<file path="config.mk">
export PLATFORM = sky130hd
export DESIGN_NAME = ebtl_core
export DESIGN_NICKNAME = d
export VERILOG_FILES = /design/src/rtl/ebtl_pkg.sv /design/src/rtl/ebtl_range_bank.sv /design/src/rtl/ebtl_core.sv
export SDC_FILE = /design/constraint.sdc
export NUM_CORES = 2
export LEC_CHECK = 0
export BUFFER_PORTS_ARGS = -buffer_cell sky130_fd_sc_hd__buf_4
export CORE_UTILIZATION = 62
export DETAILED_ROUTE_END_ITERATION = 10
export GPL_ROUTABILITY_DRIVEN = 1
export HOLD_SLACK_MARGIN = 0.08
export PLACE_DENSITY = 0.75
export SYNTH_ARGS = -nofsm -noshare
export SYNTH_HDL_FRONTEND = slang
export SYNTH_SLANG_ARGS = --single-unit
</file>
<file path="constraint.sdc">
create_clock -name core_clk_i -period 4.24 [get_ports core_clk_i]
set_clock_uncertainty 0.05 [all_clocks]
set_input_delay 0.212 -clock core_clk_i [delete_from_list [all_inputs] [get_ports core_clk_i]]
set_output_delay 0.212 -clock core_clk_i [all_outputs]
set_load 0.03 [all_outputs]
</file>
<file path="src/rtl/ebtl_pkg.sv">
// Purpose: Shared constants and types for the break and trace logic
// Assumes: APB slave with 32-bit data, one aligned word per register
// Notes: Range tables sit in three banks of start/end word pairs
package ebtl_pkg;
  // Sizes
  localparam int EBTL_AW = 16;       // Emulated address width
  localparam int EBTL_NRANGE = 16;   // Ranges per bank
  localparam int EBTL_NPROBE = 8;    // External trace probes

  // Register byte offsets
  localparam logic [11:0] EBTL_CTRL_OFS = 12'h000;
  localparam logic [11:0] EBTL_STAT_OFS = 12'h004;   // Sticky, write one to clear
  localparam logic [11:0] EBTL_MASK_OFS = 12'h008;
  localparam logic [11:0] EBTL_STATE_OFS = 12'h00c;  // Live state, read only
  localparam logic [11:0] EBTL_PADDR_OFS = 12'h010;  // Pass qualifier address
  localparam logic [11:0] EBTL_PCNT_OFS = 12'h014;   // Pass count target
  localparam logic [11:0] EBTL_BRKEN_OFS = 12'h018;  // Break range enables
  localparam logic [11:0] EBTL_TRCEN_OFS = 12'h01c;  // Trace range enables
  localparam logic [11:0] EBTL_TRGEN_OFS = 12'h020;  // Trigger range enables
  localparam logic [11:0] EBTL_CMD_OFS = 12'h024;    // Bit 0 restarts emulation

  // Range banks: paddr[9:8] picks bank, [6:3] entry, [2] end word
  localparam logic [1:0] EBTL_BANK_BRK = 2'h1;
  localparam logic [1:0] EBTL_BANK_TRC = 2'h2;
  localparam logic [1:0] EBTL_BANK_TRG = 2'h3;

  // Control fields
  localparam int EBTL_C_EXT_EN = 0;   // External halt input enabled
  localparam int EBTL_C_AND = 1;      // 1 = AND with internal, 0 = OR
  localparam int EBTL_C_FALL = 2;     // 1 = falling edge, 0 = rising edge
  localparam int EBTL_C_MODE = 3;     // Two-bit capture mode
  localparam int EBTL_C_QUAL_EN = 5;  // Pass qualifier enabled
  localparam int EBTL_C_QUAL_BRK = 6; // 1 = qualifier to break, 0 = to trace
  localparam int EBTL_C_TRC_EN = 7;   // Trace capture enabled
  localparam logic [7:0] EBTL_CTRL_RST = 8'h80;

  // Status and mask bits
  localparam int EBTL_S_HALT = 0;
  localparam int EBTL_S_EXT = 1;
  localparam int EBTL_S_TRIG = 2;
  localparam int EBTL_NSTAT = 3;
  localparam logic [2:0] EBTL_MASK_RST = 3'h0;

  // Capture modes
  typedef enum logic [1:0] {
    EBTL_CAP_ALL = 2'b00,
    EBTL_CAP_FIRST = 2'b01,
    EBTL_CAP_DATA = 2'b10
  } ebtl_cap_t;

  // One bus cycle of the emulated processor
  typedef struct packed {
    logic valid;                // Cycle present this clock
    logic first;                // First cycle of an instruction
    logic table_cycle;          // Second cycle of table read or write
    logic [EBTL_AW-1:0] addr;   // Executed address
  } ebtl_cyc_t;

  // One trace buffer entry
  typedef struct packed {
    logic [EBTL_AW-1:0] addr;
    logic [EBTL_NPROBE-1:0] probes;  // MSB is trace_probe_msb
  } ebtl_trace_t;
endpackage

</file>
<file path="src/rtl/ebtl_range_bank.sv">
// Purpose: Sixteen start/end address ranges and their match logic
// Assumes: Ranges are inclusive at both ends
// Notes: A range whose end is below its start never matches
`timescale 1ns/1ps
module ebtl_range_bank import ebtl_pkg::*; (
  // Clock and reset
  input wire logic core_clk_i,
  input wire logic reset_n_i,
  // Table write and read back
  input wire logic wr_i,
  input wire logic [3:0] idx_i,
  input wire logic end_sel_i,
  input wire logic [EBTL_AW-1:0] data_i,
  output logic [EBTL_AW-1:0] rd_o,
  // Match
  input wire logic [EBTL_NRANGE-1:0] en_i,
  input wire logic [EBTL_AW-1:0] addr_i,
  output logic hit_o
);
  logic [EBTL_AW-1:0] start_r [EBTL_NRANGE];  // Range starts
  logic [EBTL_AW-1:0] end_r [EBTL_NRANGE];    // Range ends
  logic [EBTL_NRANGE-1:0] hit_vec;            // Per-entry match

  // Table storage
  always_ff @(posedge core_clk_i or negedge reset_n_i) begin
    if (!reset_n_i) begin
      for (int i = 0; i < EBTL_NRANGE; i++) begin
        start_r[i] <= '0;
        end_r[i] <= '0;
      end
    end else if (wr_i) begin
      if (end_sel_i) begin
        end_r[idx_i] <= data_i;
      end else begin
        start_r[idx_i] <= data_i;
      end
    end
  end

  // One comparator pair per entry
  for (genvar g = 0; g < EBTL_NRANGE; g++) begin : g_cmp
    assign hit_vec[g] = en_i[g] && (addr_i >= start_r[g]) && (addr_i <= end_r[g]);
  end

  assign hit_o = |hit_vec;
  assign rd_o = end_sel_i ? end_r[idx_i] : start_r[idx_i];
endmodule // ebtl_range_bank

</file>
<file path="src/rtl/ebtl_core.sv">
// Purpose: Break, trigger and trace qualification of an emulator pod
// Assumes: One cycle record per clock at most, on the emulated clock
// Notes: Registers over APB, one wait-free access phase
// How it works
// - OR mode halts on first break of either kind
// - AND mode needs latched edge plus range match or qualifier break
// - External halt latches on selectable edge
// - In OR mode, latched edge halts within one instruction
// - Sixteen enabled start/end break ranges
// - Sixteen trace ranges qualify captured cycles
// - Capture all, first cycle or data cycle
// - First-cycle mode drops extra instruction cycles
// - Eight probe levels stored, msb leftmost
// - Pass qualifier feeds trace or break
// - Trigger high only for selected instructions
// - Data mode keeps only table second cycles
//
// Chosen here: the register addresses and the APB interface to the registers.
`timescale 1ns/1ps
module ebtl_core import ebtl_pkg::*; (
  // Clock and reset
  input wire logic core_clk_i,
  input wire logic reset_n_i,
  // APB slave
  input wire logic psel_i,
  input wire logic penable_i,
  input wire logic pwrite_i,
  input wire logic [11:0] paddr_i,
  input wire logic [31:0] pwdata_i,
  output logic [31:0] prdata_o,
  output logic pready_o,
  output logic pslverr_o,
  // Emulated processor
  input wire ebtl_cyc_t cyc_i,
  output logic halt_o,
  // Probe pins
  input wire logic external_halt_input_i,
  input wire logic [EBTL_NPROBE-1:0] trace_probe_i,
  output logic event_pulse_output_o,
  // Trace buffer write port
  output logic trace_wr_o,
  output ebtl_trace_t trace_data_o,
  // Interrupt
  output logic irq_o
);
  //////////////////////////////////////////////////////////////////////////////
  // Declarations
  logic [7:0] ctrl_r;                  // Control fields
  logic [EBTL_NSTAT-1:0] stat_r;       // Sticky events
  logic [EBTL_NSTAT-1:0] mask_r;       // Interrupt enables
  logic [EBTL_AW-1:0] pass_addr_r;     // Qualifier address
  logic [7:0] pass_cnt_r;              // Passes before firing
  logic [7:0] hits_r;                  // Passes seen so far
  logic qual_done_r;                   // Qualifier has fired
  logic [EBTL_NRANGE-1:0] brk_en_r;
  logic [EBTL_NRANGE-1:0] trc_en_r;
  logic [EBTL_NRANGE-1:0] trg_en_r;
  logic ack_r;                         // Access phase answer
  logic [31:0] prdata_r;
  logic slverr_r;
  logic ext_s1_r;                      // Synchroniser stage one
  logic ext_s2_r;                      // Synchroniser stage two
  logic ext_prev_r;                    // Edge detector history
  logic [EBTL_NPROBE-1:0] prb_s1_r;
  logic [EBTL_NPROBE-1:0] prb_s2_r;
  logic ext_latched_r;                 // Edge caught, not yet consumed
  logic halt_r;
  logic trig_r;
  logic trace_wr_r;
  ebtl_trace_t trace_data_r;
  logic acc, wr_acc, setup, is_reg, is_bank, mapped, restart;
  logic ext_edge, inst, ext_ok, pass_hit, qual_fire, int_brk, halt_set;
  logic brk_hit, trc_hit, trg_hit, mode_ok, trc_qual, cap;
  logic [1:0] bank;
  logic [EBTL_AW-1:0] brk_rd, trc_rd, trg_rd, bank_rd;
  logic [31:0] rd_mux;
  ebtl_cap_t mode;

  //////////////////////////////////////////////////////////////////////////////
  // APB decode
  assign setup = psel_i && !penable_i;
  assign acc = psel_i && penable_i && ack_r;
  assign wr_acc = acc && pwrite_i;
  assign bank = paddr_i[9:8];
  assign is_bank = (paddr_i[11:10] == 2'h0) && (bank != 2'h0) && !paddr_i[7]
                   && (paddr_i[1:0] == 2'h0);
  assign restart = wr_acc && (paddr_i == EBTL_CMD_OFS) && pwdata_i[0];

  // Register read mux, bits above each field read zero
  always_comb begin
    is_reg = 1'b1;
    rd_mux = 32'h0;
    unique case (paddr_i)
      EBTL_CTRL_OFS: rd_mux[7:0] = ctrl_r;
      EBTL_STAT_OFS: rd_mux[EBTL_NSTAT-1:0] = stat_r;
      EBTL_MASK_OFS: rd_mux[EBTL_NSTAT-1:0] = mask_r;
      EBTL_STATE_OFS: rd_mux[15:0] = {hits_r, 4'h0, trig_r, qual_done_r,
                                      ext_latched_r, halt_r};
      EBTL_PADDR_OFS: rd_mux[EBTL_AW-1:0] = pass_addr_r;
      EBTL_PCNT_OFS: rd_mux[7:0] = pass_cnt_r;
      EBTL_BRKEN_OFS: rd_mux[EBTL_NRANGE-1:0] = brk_en_r;
      EBTL_TRCEN_OFS: rd_mux[EBTL_NRANGE-1:0] = trc_en_r;
      EBTL_TRGEN_OFS: rd_mux[EBTL_NRANGE-1:0] = trg_en_r;
      EBTL_CMD_OFS: rd_mux = 32'h0;
      default: begin
        is_reg = 1'b0;
        rd_mux[EBTL_AW-1:0] = is_bank ? bank_rd : 16'h0;
      end
    endcase
  end
  assign mapped = is_reg || is_bank;
  assign bank_rd = (bank == EBTL_BANK_BRK) ? brk_rd :
                   (bank == EBTL_BANK_TRC) ? trc_rd : trg_rd;

  // Answer is prepared in setup so read data comes from flops
  always_ff @(posedge core_clk_i or negedge reset_n_i) begin
    if (!reset_n_i) begin
      ack_r <= 1'b0;
      prdata_r <= 32'h0;
      slverr_r <= 1'b0;
    end else begin
      ack_r <= setup;
      if (setup) begin
        prdata_r <= pwrite_i ? 32'h0 : rd_mux;
        slverr_r <= !mapped;
      end
    end
  end
  assign pready_o = acc;
  assign pslverr_o = acc && slverr_r;
  assign prdata_o = prdata_r;

  // Software-written configuration; unmapped writes change nothing
  always_ff @(posedge core_clk_i or negedge reset_n_i) begin
    if (!reset_n_i) begin
      ctrl_r <= EBTL_CTRL_RST;
      mask_r <= EBTL_MASK_RST;
      pass_addr_r <= '0;
      pass_cnt_r <= 8'h0;
      brk_en_r <= '0;
      trc_en_r <= '0;
      trg_en_r <= '0;
    end else if (wr_acc) begin
      unique case (paddr_i)
        EBTL_CTRL_OFS: ctrl_r <= pwdata_i[7:0];
        EBTL_MASK_OFS: mask_r <= pwdata_i[EBTL_NSTAT-1:0];
        EBTL_PADDR_OFS: pass_addr_r <= pwdata_i[EBTL_AW-1:0];
        EBTL_PCNT_OFS: pass_cnt_r <= pwdata_i[7:0];
        EBTL_BRKEN_OFS: brk_en_r <= pwdata_i[EBTL_NRANGE-1:0];
        EBTL_TRCEN_OFS: trc_en_r <= pwdata_i[EBTL_NRANGE-1:0];
        EBTL_TRGEN_OFS: trg_en_r <= pwdata_i[EBTL_NRANGE-1:0];
        default: ;  // Status, state and banks handled elsewhere
      endcase
    end
  end

  //////////////////////////////////////////////////////////////////////////////
  // Range banks
  // Break ranges
  ebtl_range_bank u_brk (.core_clk_i(core_clk_i), .reset_n_i(reset_n_i),
    .wr_i(wr_acc && is_bank && bank == EBTL_BANK_BRK), .idx_i(paddr_i[6:3]),
    .end_sel_i(paddr_i[2]), .data_i(pwdata_i[EBTL_AW-1:0]), .rd_o(brk_rd),
    .en_i(brk_en_r), .addr_i(cyc_i.addr), .hit_o(brk_hit));
  // Trace ranges
  ebtl_range_bank u_trc (.core_clk_i(core_clk_i), .reset_n_i(reset_n_i),
    .wr_i(wr_acc && is_bank && bank == EBTL_BANK_TRC), .idx_i(paddr_i[6:3]),
    .end_sel_i(paddr_i[2]), .data_i(pwdata_i[EBTL_AW-1:0]), .rd_o(trc_rd),
    .en_i(trc_en_r), .addr_i(cyc_i.addr), .hit_o(trc_hit));
  // Trigger ranges
  ebtl_range_bank u_trg (.core_clk_i(core_clk_i), .reset_n_i(reset_n_i),
    .wr_i(wr_acc && is_bank && bank == EBTL_BANK_TRG), .idx_i(paddr_i[6:3]),
    .end_sel_i(paddr_i[2]), .data_i(pwdata_i[EBTL_AW-1:0]), .rd_o(trg_rd),
    .en_i(trg_en_r), .addr_i(cyc_i.addr), .hit_o(trg_hit));

  //////////////////////////////////////////////////////////////////////////////
  // Pin synchronisers and edge latch
  // Pins are asynchronous to the emulated clock
  always_ff @(posedge core_clk_i or negedge reset_n_i) begin
    if (!reset_n_i) begin
      ext_s1_r <= 1'b0;
      ext_s2_r <= 1'b0;
      ext_prev_r <= 1'b0;
      prb_s1_r <= '0;
      prb_s2_r <= '0;
    end else begin
      ext_s1_r <= external_halt_input_i;
      ext_s2_r <= ext_s1_r;
      ext_prev_r <= ext_s2_r;
      prb_s1_r <= trace_probe_i;
      prb_s2_r <= prb_s1_r;
    end
  end

  // Polarity selects which transition counts
  assign ext_edge = ctrl_r[EBTL_C_FALL] ? (ext_prev_r && !ext_s2_r)
                                        : (!ext_prev_r && ext_s2_r);

  // Latch holds until restart; a fresh edge beats the clear
  always_ff @(posedge core_clk_i or negedge reset_n_i) begin
    if (!reset_n_i) begin
      ext_latched_r <= 1'b0;
    end else if (ctrl_r[EBTL_C_EXT_EN] && ext_edge) begin
      ext_latched_r <= 1'b1;
    end else if (restart) begin
      ext_latched_r <= 1'b0;
    end
  end

  //////////////////////////////////////////////////////////////////////////////
  // Pass qualifier
  assign inst = cyc_i.valid && cyc_i.first && !halt_r;
  assign pass_hit = inst && ctrl_r[EBTL_C_QUAL_EN] && (cyc_i.addr == pass_addr_r);
  assign qual_fire = pass_hit && !qual_done_r && (hits_r == pass_cnt_r);

  // Counts passes; fires once until restart
  always_ff @(posedge core_clk_i or negedge reset_n_i) begin
    if (!reset_n_i) begin
      hits_r <= 8'h0;
      qual_done_r <= 1'b0;
    end else if (restart) begin
      hits_r <= 8'h0;
      qual_done_r <= 1'b0;
    end else if (qual_fire) begin
      qual_done_r <= 1'b1;
    end else if (pass_hit && !qual_done_r) begin
      hits_r <= hits_r + 8'h1;
    end
  end

  //////////////////////////////////////////////////////////////////////////////
  // Halt decision, taken at each instruction's first cycle
  assign int_brk = brk_hit || (ctrl_r[EBTL_C_QUAL_BRK] && qual_fire);
  assign ext_ok = ctrl_r[EBTL_C_EXT_EN] && ext_latched_r;
  always_comb begin
    if (ctrl_r[EBTL_C_EXT_EN] && ctrl_r[EBTL_C_AND]) begin
      halt_set = inst && int_brk && ext_ok;
    end else begin
      halt_set = inst && (int_brk || ext_ok);
    end
  end

  // Halt stands until restart; a new break beats the clear
  always_ff @(posedge core_clk_i or negedge reset_n_i) begin
    if (!reset_n_i) begin
      halt_r <= 1'b0;
    end else if (halt_set) begin
      halt_r <= 1'b1;
    end else if (restart) begin
      halt_r <= 1'b0;
    end
  end
  assign halt_o = halt_r;

  // Trigger follows each instruction, for cross-coupling units
  always_ff @(posedge core_clk_i or negedge reset_n_i) begin
    if (!reset_n_i) begin
      trig_r <= 1'b0;
    end else if (inst) begin
      trig_r <= trg_hit;
    end
  end
  assign event_pulse_output_o = trig_r;

  //////////////////////////////////////////////////////////////////////////////
  // Trace capture
  assign mode = ebtl_cap_t'(ctrl_r[EBTL_C_MODE +: 2]);
  always_comb begin
    unique case (mode)
      EBTL_CAP_ALL: mode_ok = 1'b1;
      EBTL_CAP_FIRST: mode_ok = cyc_i.first;
      EBTL_CAP_DATA: mode_ok = cyc_i.table_cycle;
      default: mode_ok = 1'b1;  // Spare code behaves as capture all
    endcase
  end
  // Qualifier on trace side holds capture off until it fires
  assign trc_qual = !ctrl_r[EBTL_C_QUAL_EN] || ctrl_r[EBTL_C_QUAL_BRK] || qual_done_r;
  assign cap = cyc_i.valid && ctrl_r[EBTL_C_TRC_EN] && trc_hit && mode_ok && trc_qual;

  // Entry pairs address with synchronised probe levels
  always_ff @(posedge core_clk_i or negedge reset_n_i) begin
    if (!reset_n_i) begin
      trace_wr_r <= 1'b0;
      trace_data_r <= '0;
    end else begin
      trace_wr_r <= cap;
      if (cap) begin
        trace_data_r <= '{addr: cyc_i.addr, probes: prb_s2_r};
      end
    end
  end
  assign trace_wr_o = trace_wr_r;
  assign trace_data_o = trace_data_r;

  //////////////////////////////////////////////////////////////////////////////
  // Interrupt status; hardware set beats software clear
  always_ff @(posedge core_clk_i or negedge reset_n_i) begin
    if (!reset_n_i) begin
      stat_r <= '0;
    end else begin
      for (int i = 0; i < EBTL_NSTAT; i++) begin
        if (wr_acc && paddr_i == EBTL_STAT_OFS && pwdata_i[i]) begin
          stat_r[i] <= 1'b0;
        end
      end
      if (halt_set && !halt_r) stat_r[EBTL_S_HALT] <= 1'b1;
      if (ctrl_r[EBTL_C_EXT_EN] && ext_edge) stat_r[EBTL_S_EXT] <= 1'b1;
      if (inst && trg_hit && !trig_r) stat_r[EBTL_S_TRIG] <= 1'b1;
    end
  end
  assign irq_o = |(stat_r & mask_r);
endmodule // ebtl_core

</file>
**Yosys cells after proc, flatten, opt, wreduce, memory -nomap -nowiden**

Index checks and enable logic that the tools add are counted.

- Add/subtract/negate cells: 1
- $lt $le $gt $ge: 98
- Eq/ne operators: 17
- Muxes and demuxes: 54
- Bitwise logic cells: 3
- Reductions and logical operators: 183

Operator list:

| cell | number |
|---|---|
| $bwmux 256 | 6 |
| $ge 16x16->1 | 48 |
| $le 16x16->1 | 48 |
| $bmux 16 s4 | 6 |
| $mux 16 | 20 |
| $logic_and 1x1->1 | 137 |
| $demux 16 s4 | 1 |
| $eq 12x5->1 const B | 4 |
| $pmux 8 s6 | 1 |
| $reduce_or 16->1 | 3 |
| $pmux 5 s8 | 1 |
| $pmux 3 s10 | 1 |
| $reduce_and 2->1 | 14 |
| $eq 12x4->1 const B | 2 |
| $eq 12x6->1 const B | 2 |
| $mux 8 | 3 |
| $eq 16x16->1 | 1 |
| $reduce_bool 2->1 | 8 |
| $mux 1 | 14 |
| $eq 12x3->1 const B | 1 |
| $logic_not 12->1 | 1 |
| $reduce_or 10->1 | 1 |
| $logic_not 1->1 | 9 |
| $add 8x1->8 const B | 1 |
| other kinds (14) | 23 |

- Register bits after elaboration: 1712
- Input port bits: 77
- Word-level logic and storage cells: 478

**Logic depth before layout (Yosys ltp)**

- Word-level depth: 13
- Gate-level depth with buffers: 13

**Hierarchy**

Synthesis repeated with hierarchy kept, for this count alone.

- Cells, all modules: 10923
- Area total of the unflattened synthesis: 113535.1 µm²

By module, submodules not included:

| module | instances | cells an instance | area an instance (µm²) | sequential area each (µm²) |
|---|---|---|---|---|
| ebtl_range_bank (u_brk ...) | 2 | 3427 | 35228.8 | 12812.3 |
| ebtl_range_bank (u_trg) | 1 | 3426 | 35138.7 | 12812.3 |
| ebtl_core | 1 | 643 | 7938.9 | 4005.1 |

**Worst setup path before layout**

Ideal clock, no wire load.

- Path kind: input-to-reg
- Start: in cyc_i[0] (netlist bit)
- End: reg trace_data_r, in the netlist trace_data_o[10]
- Setup time: 0.125 ns
- Arrival: 4.769 ns
- Path slack: -0.704 ns
- Stages on the path: 13
- Path buffers: 1
- Cells stage by stage: inv_1 ha_1 nand2b_1 a2111oi_0 or3_1 a21oi_1 o2111ai_1 a22oi_1 a2111oi_1 o2111ai_1 o31ai_4 buf_6 mux2_4

- Longest elaborated chain between the ends: 7
- Elaborated cells on any way between the ends: 68
- Classes of those cells: order compare (32); reduce/logical (36)

Ends and longest elaborated chain:

| element | line | source |
|---|---|---|
| from (decl) | ebtl_core.sv:34 | `input wire ebtl_cyc_t cyc_i,` |
| $ge 16x16->1 | ebtl_range_bank.sv:42 | `assign hit_vec[g] = en_i[g] && (addr_i >= start_r[g]) && (addr_i <= end_r[g]);` |
| $logic_and 1x1->1 (2 in a row) | ebtl_range_bank.sv:42 |  |
| $reduce_or 16->1 * | ebtl_range_bank.sv:45 | `assign hit_o = \|hit_vec;` |
| $logic_and 1x1->1 * (3 in a row) | ebtl_core.sv:277 | `assign cap = cyc_i.valid && ctrl_r[EBTL_C_TRC_EN] && trc_hit && mode_ok && trc_qual;` |
| to (signal assigned) | ebtl_core.sv:287 | `trace_data_r <= '{addr: cyc_i.addr, probes: prb_s2_r};` |
| to (decl) | ebtl_core.sv:70 | `ebtl_trace_t trace_data_r;` |

Every way passes the cells marked *; elsewhere a longest branch is shown, timed or not.
A chain may end at the register's enable or synchronous reset.

**Final worst setup path**

- Start: in cyc_i[0] (netlist bit)
- End: reg trace_data_r, in the netlist trace_data_o[2]

Same word-level chain as after synthesis.

==> impl_results.rst <==
.. list-table::
   :header-rows: 1

   * - Metric
     - Value
   * - Upper clock frequency limit
     - 0.245 GHz
   * - CTS tree
     - done
   * - Most frequent cell after synthesis
     - sky130_fd_sc_hd__dfrtp_1
   * - Cell seen most often among critical-path stages
     - sky130_fd_sc_hd__buf_4
   * - Pin count of the biggest net entering global routing
     - 179
   * - Logic pwr share
     - 9.9%
   * - Total track usage
     - approximately 43%
   * - Max-cap violations
     - 0
   * - CP delay by family, top
     - compound AO/OA/AOI/OAI gates
   * - First-iteration detailed-routing DRC count
     - 10,400
   * - Share of layout cells above drive strength 1
     - 20.5%
   * - Area fraction in compound gates after synthesis
     - 10.8%
   * - Post-Synth Adder-Cell Area
     - 17.1%
   * - Die outline area
     - 183,000 µm²
   * - # nets final
     - between 10,000 and 15,000
   * - Number of storage elements in the synthesis netlist
     - roughly 1,700
   * - Synth unique cells
     - 71
   * - Routed wire length per instance
     - 29.2 µm
   * - Cell count after placement
     - 13,100
   * - Total overflow reported by the global router
     - 0
   * - Buffers and inverters on the worst path
     - 6
   * - Clock-pin slew on the worst setup and hold paths
     - 0.06 ns
   * - Count of antenna-violating nets left after detailed routing
     - 0
   * - Proportion of synthesized chip area in sequential cells
     - 37.7%
   * - Growth of design area from synthesis to finish
     - 11.3%
   * - FF-to-FF setup slack
     - 0.22 ns
   * - Setup Total Neg Slack
     - 0 ns
   * - Gate count of the mapped netlist
     - 10,700
   * - Largest area contributor in the netlist
     - sky130_fd_sc_hd__dfrtp_1
   * - CP endpoint kind
     - flip-flop
   * - Proportion of netlist area held by the largest area contributor
     - 37.7%
   * - Final setup vio count
     - 0
   * - Crit share post-route
     - between 90 and 100%
   * - Total Routed Length
     - approximately 390,000 µm
   * - Fill cell total of the finished layout
     - 13,200
   * - Total number of yosys warnings
     - 0
   * - Power density normalized to cell area
     - just under 300 nW/µm²
   * - Chip width
     - between 400 and 500 µm
   * - Maximum cell stage delay along the critical path
     - 0.53 ns
   * - Worst-margin pin slew
     - about 1.2 ns
   * - Ranking of synthesized cells by area
     - sky130_fd_sc_hd__dfrtp_1 (38%), sky130_fd_sc_hd__ha_1 (17%), sky130_fd_sc_hd__mux4_2 (9.9%)
   * - Post-detailed-route via-to-cell ratio
     - 6.66
   * - Height of the chip
     - approximately 430 µm
   * - Sink count of the clock tree
     - 1,696
   * - Boundary Pins
     - roughly 140
   * - End of the worst register-to-register path
     - trace_data_o[2]
   * - Synth Area in Simple Gates
     - 7.93%
   * - Design internal power
     - 27,400 µW
   * - Proportion of power drawn by flip-flops and latches
     - 43.6%
   * - Source of the worst register-to-register timing path
     - u_trc.start_r[208]
   * - Post-route insts no fill
     - 13,500
   * - Instance count along the most critical hold path
     - 4
   * - 1st-pass router iterations
     - 9
   * - Peak fanout along the critical path
     - 25
   * - Initial standard-cell utilization of the core
     - 62.4%
   * - Peak supply drop
     - 0.000331 V
   * - Type of element launching the critical path
     - primary input
   * - Number of global-route vias before repair
     - 90,500
   * - Cells along the critical path
     - dlygate4sd3_1 -> buf_4 -> clkinvlp_4 -> ha_1 -> nand2b_1 -> a21oi_1 -> o21ai_1 -> a2111oi_2 -> buf_4 -> o21ai_0 -> o2bb2ai_1 -> a2111oi_2 -> buf_4 -> o2111ai_1 -> o31ai_4 -> buf_12 -> mux2_2
   * - Critical path's slowest cell
     - sky130_fd_sc_hd__dlygate4sd3_1
   * - Gp weighted congestion
     - 1.05
   * - Clock network fraction of total power
     - between 40% and 50%
   * - Leakage
     - 0.0603 µW
   * - R2r worst-path depth
     - 14
   * - Critical Path AT
     - 4.79 ns
   * - Min-Delay Endpoint
     - stat_r[2]
   * - Post-synthesis average cell area
     - 10.5 µm²
   * - Port-buffer cells
     - 106
   * - EDFF count, synth
     - 0
   * - Setup repair after global routing missed its margin
     - false
   * - Total number of placement rows
     - 156
   * - Clk_lat worst skew
     - roughly 0.90 ns
   * - Count of unresolved DRC violations after routing
     - 0
   * - Beginning of the worst hold path
     - cyc_i[18]
   * - Data required, critical path
     - around 5 ns
   * - Tightest slew margin relative to the limit
     - 16.4%
   * - CP Class
     - in -> reg
   * - Overall via count from detail_route
     - 89,800
   * - Type of the most critical hold path
     - in -> reg
   * - Number of buffers added by the clock tree synthesis step
     - about 190
   * - Minimum clock period after layout
     - slightly above 4 ns
   * - Max-slew violations
     - 0
   * - Half-perimeter wire length after detailed placement
     - 286,000 µm
   * - Number of H-tree levels
     - 4
   * - Final count of hold timing violations
     - 0
   * - Net Switching
     - 9760 µW
   * - First-pass GRT wire length
     - 582,000 µm
   * - Switching share of power
     - 26.2%
   * - Outcome
     - completed
   * - Post-synth top cells
     - sky130_fd_sc_hd__dfrtp_1 (1,695), sky130_fd_sc_hd__ha_1 (1,539), sky130_fd_sc_hd__inv_1 (1,479), sky130_fd_sc_hd__nand2_1 (1,006), sky130_fd_sc_hd__o21ai_0 (977)
   * - Post-synthesis xor/xnor area fraction
     - 0.241%
   * - Storage element area
     - 42,400 µm²
   * - Maximum buffer depth of the clock tree
     - 3
   * - Netlist area before placement
     - 113,000 µm²
   * - Root Buffer Master
     - sky130_fd_sc_hd__clkbuf_16
   * - Initial antenna violation count
     - 27
   * - Multiplexer area fraction after synthesis
     - 19.4%
   * - Post-synth ARST share
     - 100%
   * - Top_reg_cell synth
     - sky130_fd_sc_hd__dfrtp_1
   * - Core Footprint
     - 181,000 µm²
   * - Dominant combinational cell family by area after synthesis
     - multiplexers
   * - Multi-input combinational cell area
     - 62,600 µm²
[worst reg2reg max path, stage by stage (launching register included)]
cell	delay, ns
sky130_fd_sc_hd__dfrtp_1	0.40
sky130_fd_sc_hd__ha_1	0.27
sky130_fd_sc_hd__nand2b_1	0.14
sky130_fd_sc_hd__a21oi_1	0.16
sky130_fd_sc_hd__o21ai_1	0.11
sky130_fd_sc_hd__a2111oi_2	0.43
sky130_fd_sc_hd__buf_4	0.19
sky130_fd_sc_hd__o21ai_0	0.09
sky130_fd_sc_hd__o2bb2ai_1	0.25
sky130_fd_sc_hd__a2111oi_2	0.52
sky130_fd_sc_hd__buf_4	0.19
sky130_fd_sc_hd__o2111ai_1	0.17
sky130_fd_sc_hd__o31ai_4	0.27
sky130_fd_sc_hd__buf_12	0.27
sky130_fd_sc_hd__mux2_2	0.39
[flip-flops by register name, indices dropped and copies added (netlist names), 16 cells and up]
signal,count
brk_en_r,16
pass_addr_r,16
prdata_o,16
trace_data_o,24
trc_en_r,16
trg_en_r,16
u_brk.end_r,256
u_brk.start_r,256
u_trc.end_r,256
u_trc.start_r,256
u_trg.end_r,256
u_trg.start_r,256
[repair_timing]
action / in CTS / in global routing
gates cloned: 0 / 0
resized for setup: 1 / 3
setup endpoints to repair: 24 / 24
pin swaps: 0 / 0
endpoints found under the hold margin: 1936 / 0
hold buffers: 58 / 0
buffers inserted: 0 / 0
[worst max-delay path by stage]
stage                                  start          endpoint  slack [ns]  cells past startpoint
after floorplan                     cyc_i[0]  trace_data_o[10]       -0.13                     13
after global placement              cyc_i[0]   trace_data_o[1]       -0.39                     16
after detailed placement            cyc_i[0]   trace_data_o[2]       -0.44                     16
after CTS                 u_trc.start_r[208]   trace_data_o[2]        0.01                     14
after global routing                cyc_i[0]   trace_data_o[2]        0.06                     17
final                               cyc_i[0]   trace_data_o[2]        0.16                     17
[placed cells by master (no fill, tap or decap), types with 45 or more instances in the layout]
cell type	instances
sky130_fd_sc_hd__o21ai_0	977
sky130_fd_sc_hd__nand2_1	1006
sky130_fd_sc_hd__nor3_1	45
sky130_fd_sc_hd__nor2_2	47
sky130_fd_sc_hd__ha_1	1539
sky130_fd_sc_hd__clkbuf_16	193
sky130_fd_sc_hd__a211oi_1	100
sky130_fd_sc_hd__buf_12	75
sky130_fd_sc_hd__nand2b_1	72
sky130_fd_sc_hd__dlygate4sd3_1	57
sky130_fd_sc_hd__a21oi_1	461
sky130_fd_sc_hd__dfrtp_1	1695
sky130_fd_sc_hd__mux2_2	908
sky130_fd_sc_hd__o211ai_1	52
sky130_fd_sc_hd__a21o_1	227
sky130_fd_sc_hd__nand4_1	247
sky130_fd_sc_hd__mux4_2	493
sky130_fd_sc_hd__clkbuf_8	51
sky130_fd_sc_hd__nand3_1	84
sky130_fd_sc_hd__buf_4	389
sky130_fd_sc_hd__nor2b_1	109
sky130_fd_sc_hd__inv_1	1478
sky130_fd_sc_hd__nor2_1	202
[metrics by stage]
step           power [µW]  hold slack, ns  setup slack, ns  instance area [µm²]  utilization, %
3_5_place_dp        20000           0.133           -0.436               118000            65.5
4_1_cts             37200          0.0800           0.0129               125000            69.4
5_1_grt             38100          0.0872           0.0629               125000            69.4
2_1_floorplan       18200          -0.134           -0.129               113000               -
6_report            37200           0.125            0.156               125000            69.4
3_3_place_gp        19900           0.128           -0.393               118000            65.5
[power by group through the flow]
stage	logic, µW	registers (µW)	clock network, µW
after global placement	3400	16500	0
after global routing	3930	16200	18000
after floorplan	1660	16500	0
final	3670	16200	17300
after detailed placement	3520	16500	0
after CTS	3590	16200	17400
[routing by layer]
metal  track usage, %  up-vias  wire, µm
met2             63.7     4920    171000
met3             10.8     1277     41400
li1                 -    38600         -
met1             55.4    45000    149000
met4             29.4       14     31700
met5                0        -        92
[logic make-up after synthesis]
family          after synthesis
compound gates             2074
buf+inv                    2017
simple gates               1939
flops                      1696
fa+ha+maj                  1539
mux                        1440
xor+xnor                     31
other cells                   1
[final cells by class]
class	count	share of cell area, %
antenna	11	0.0220
clock buffer	278	4.52
clock inverter	66	0.637
inverter	1479	4.43
multi-input combinational	7039	50.0
sequential	1696	33.9
tap	2370	2.37
timing repair buffer	541	4.20
(Power assumes the default switching activity.)
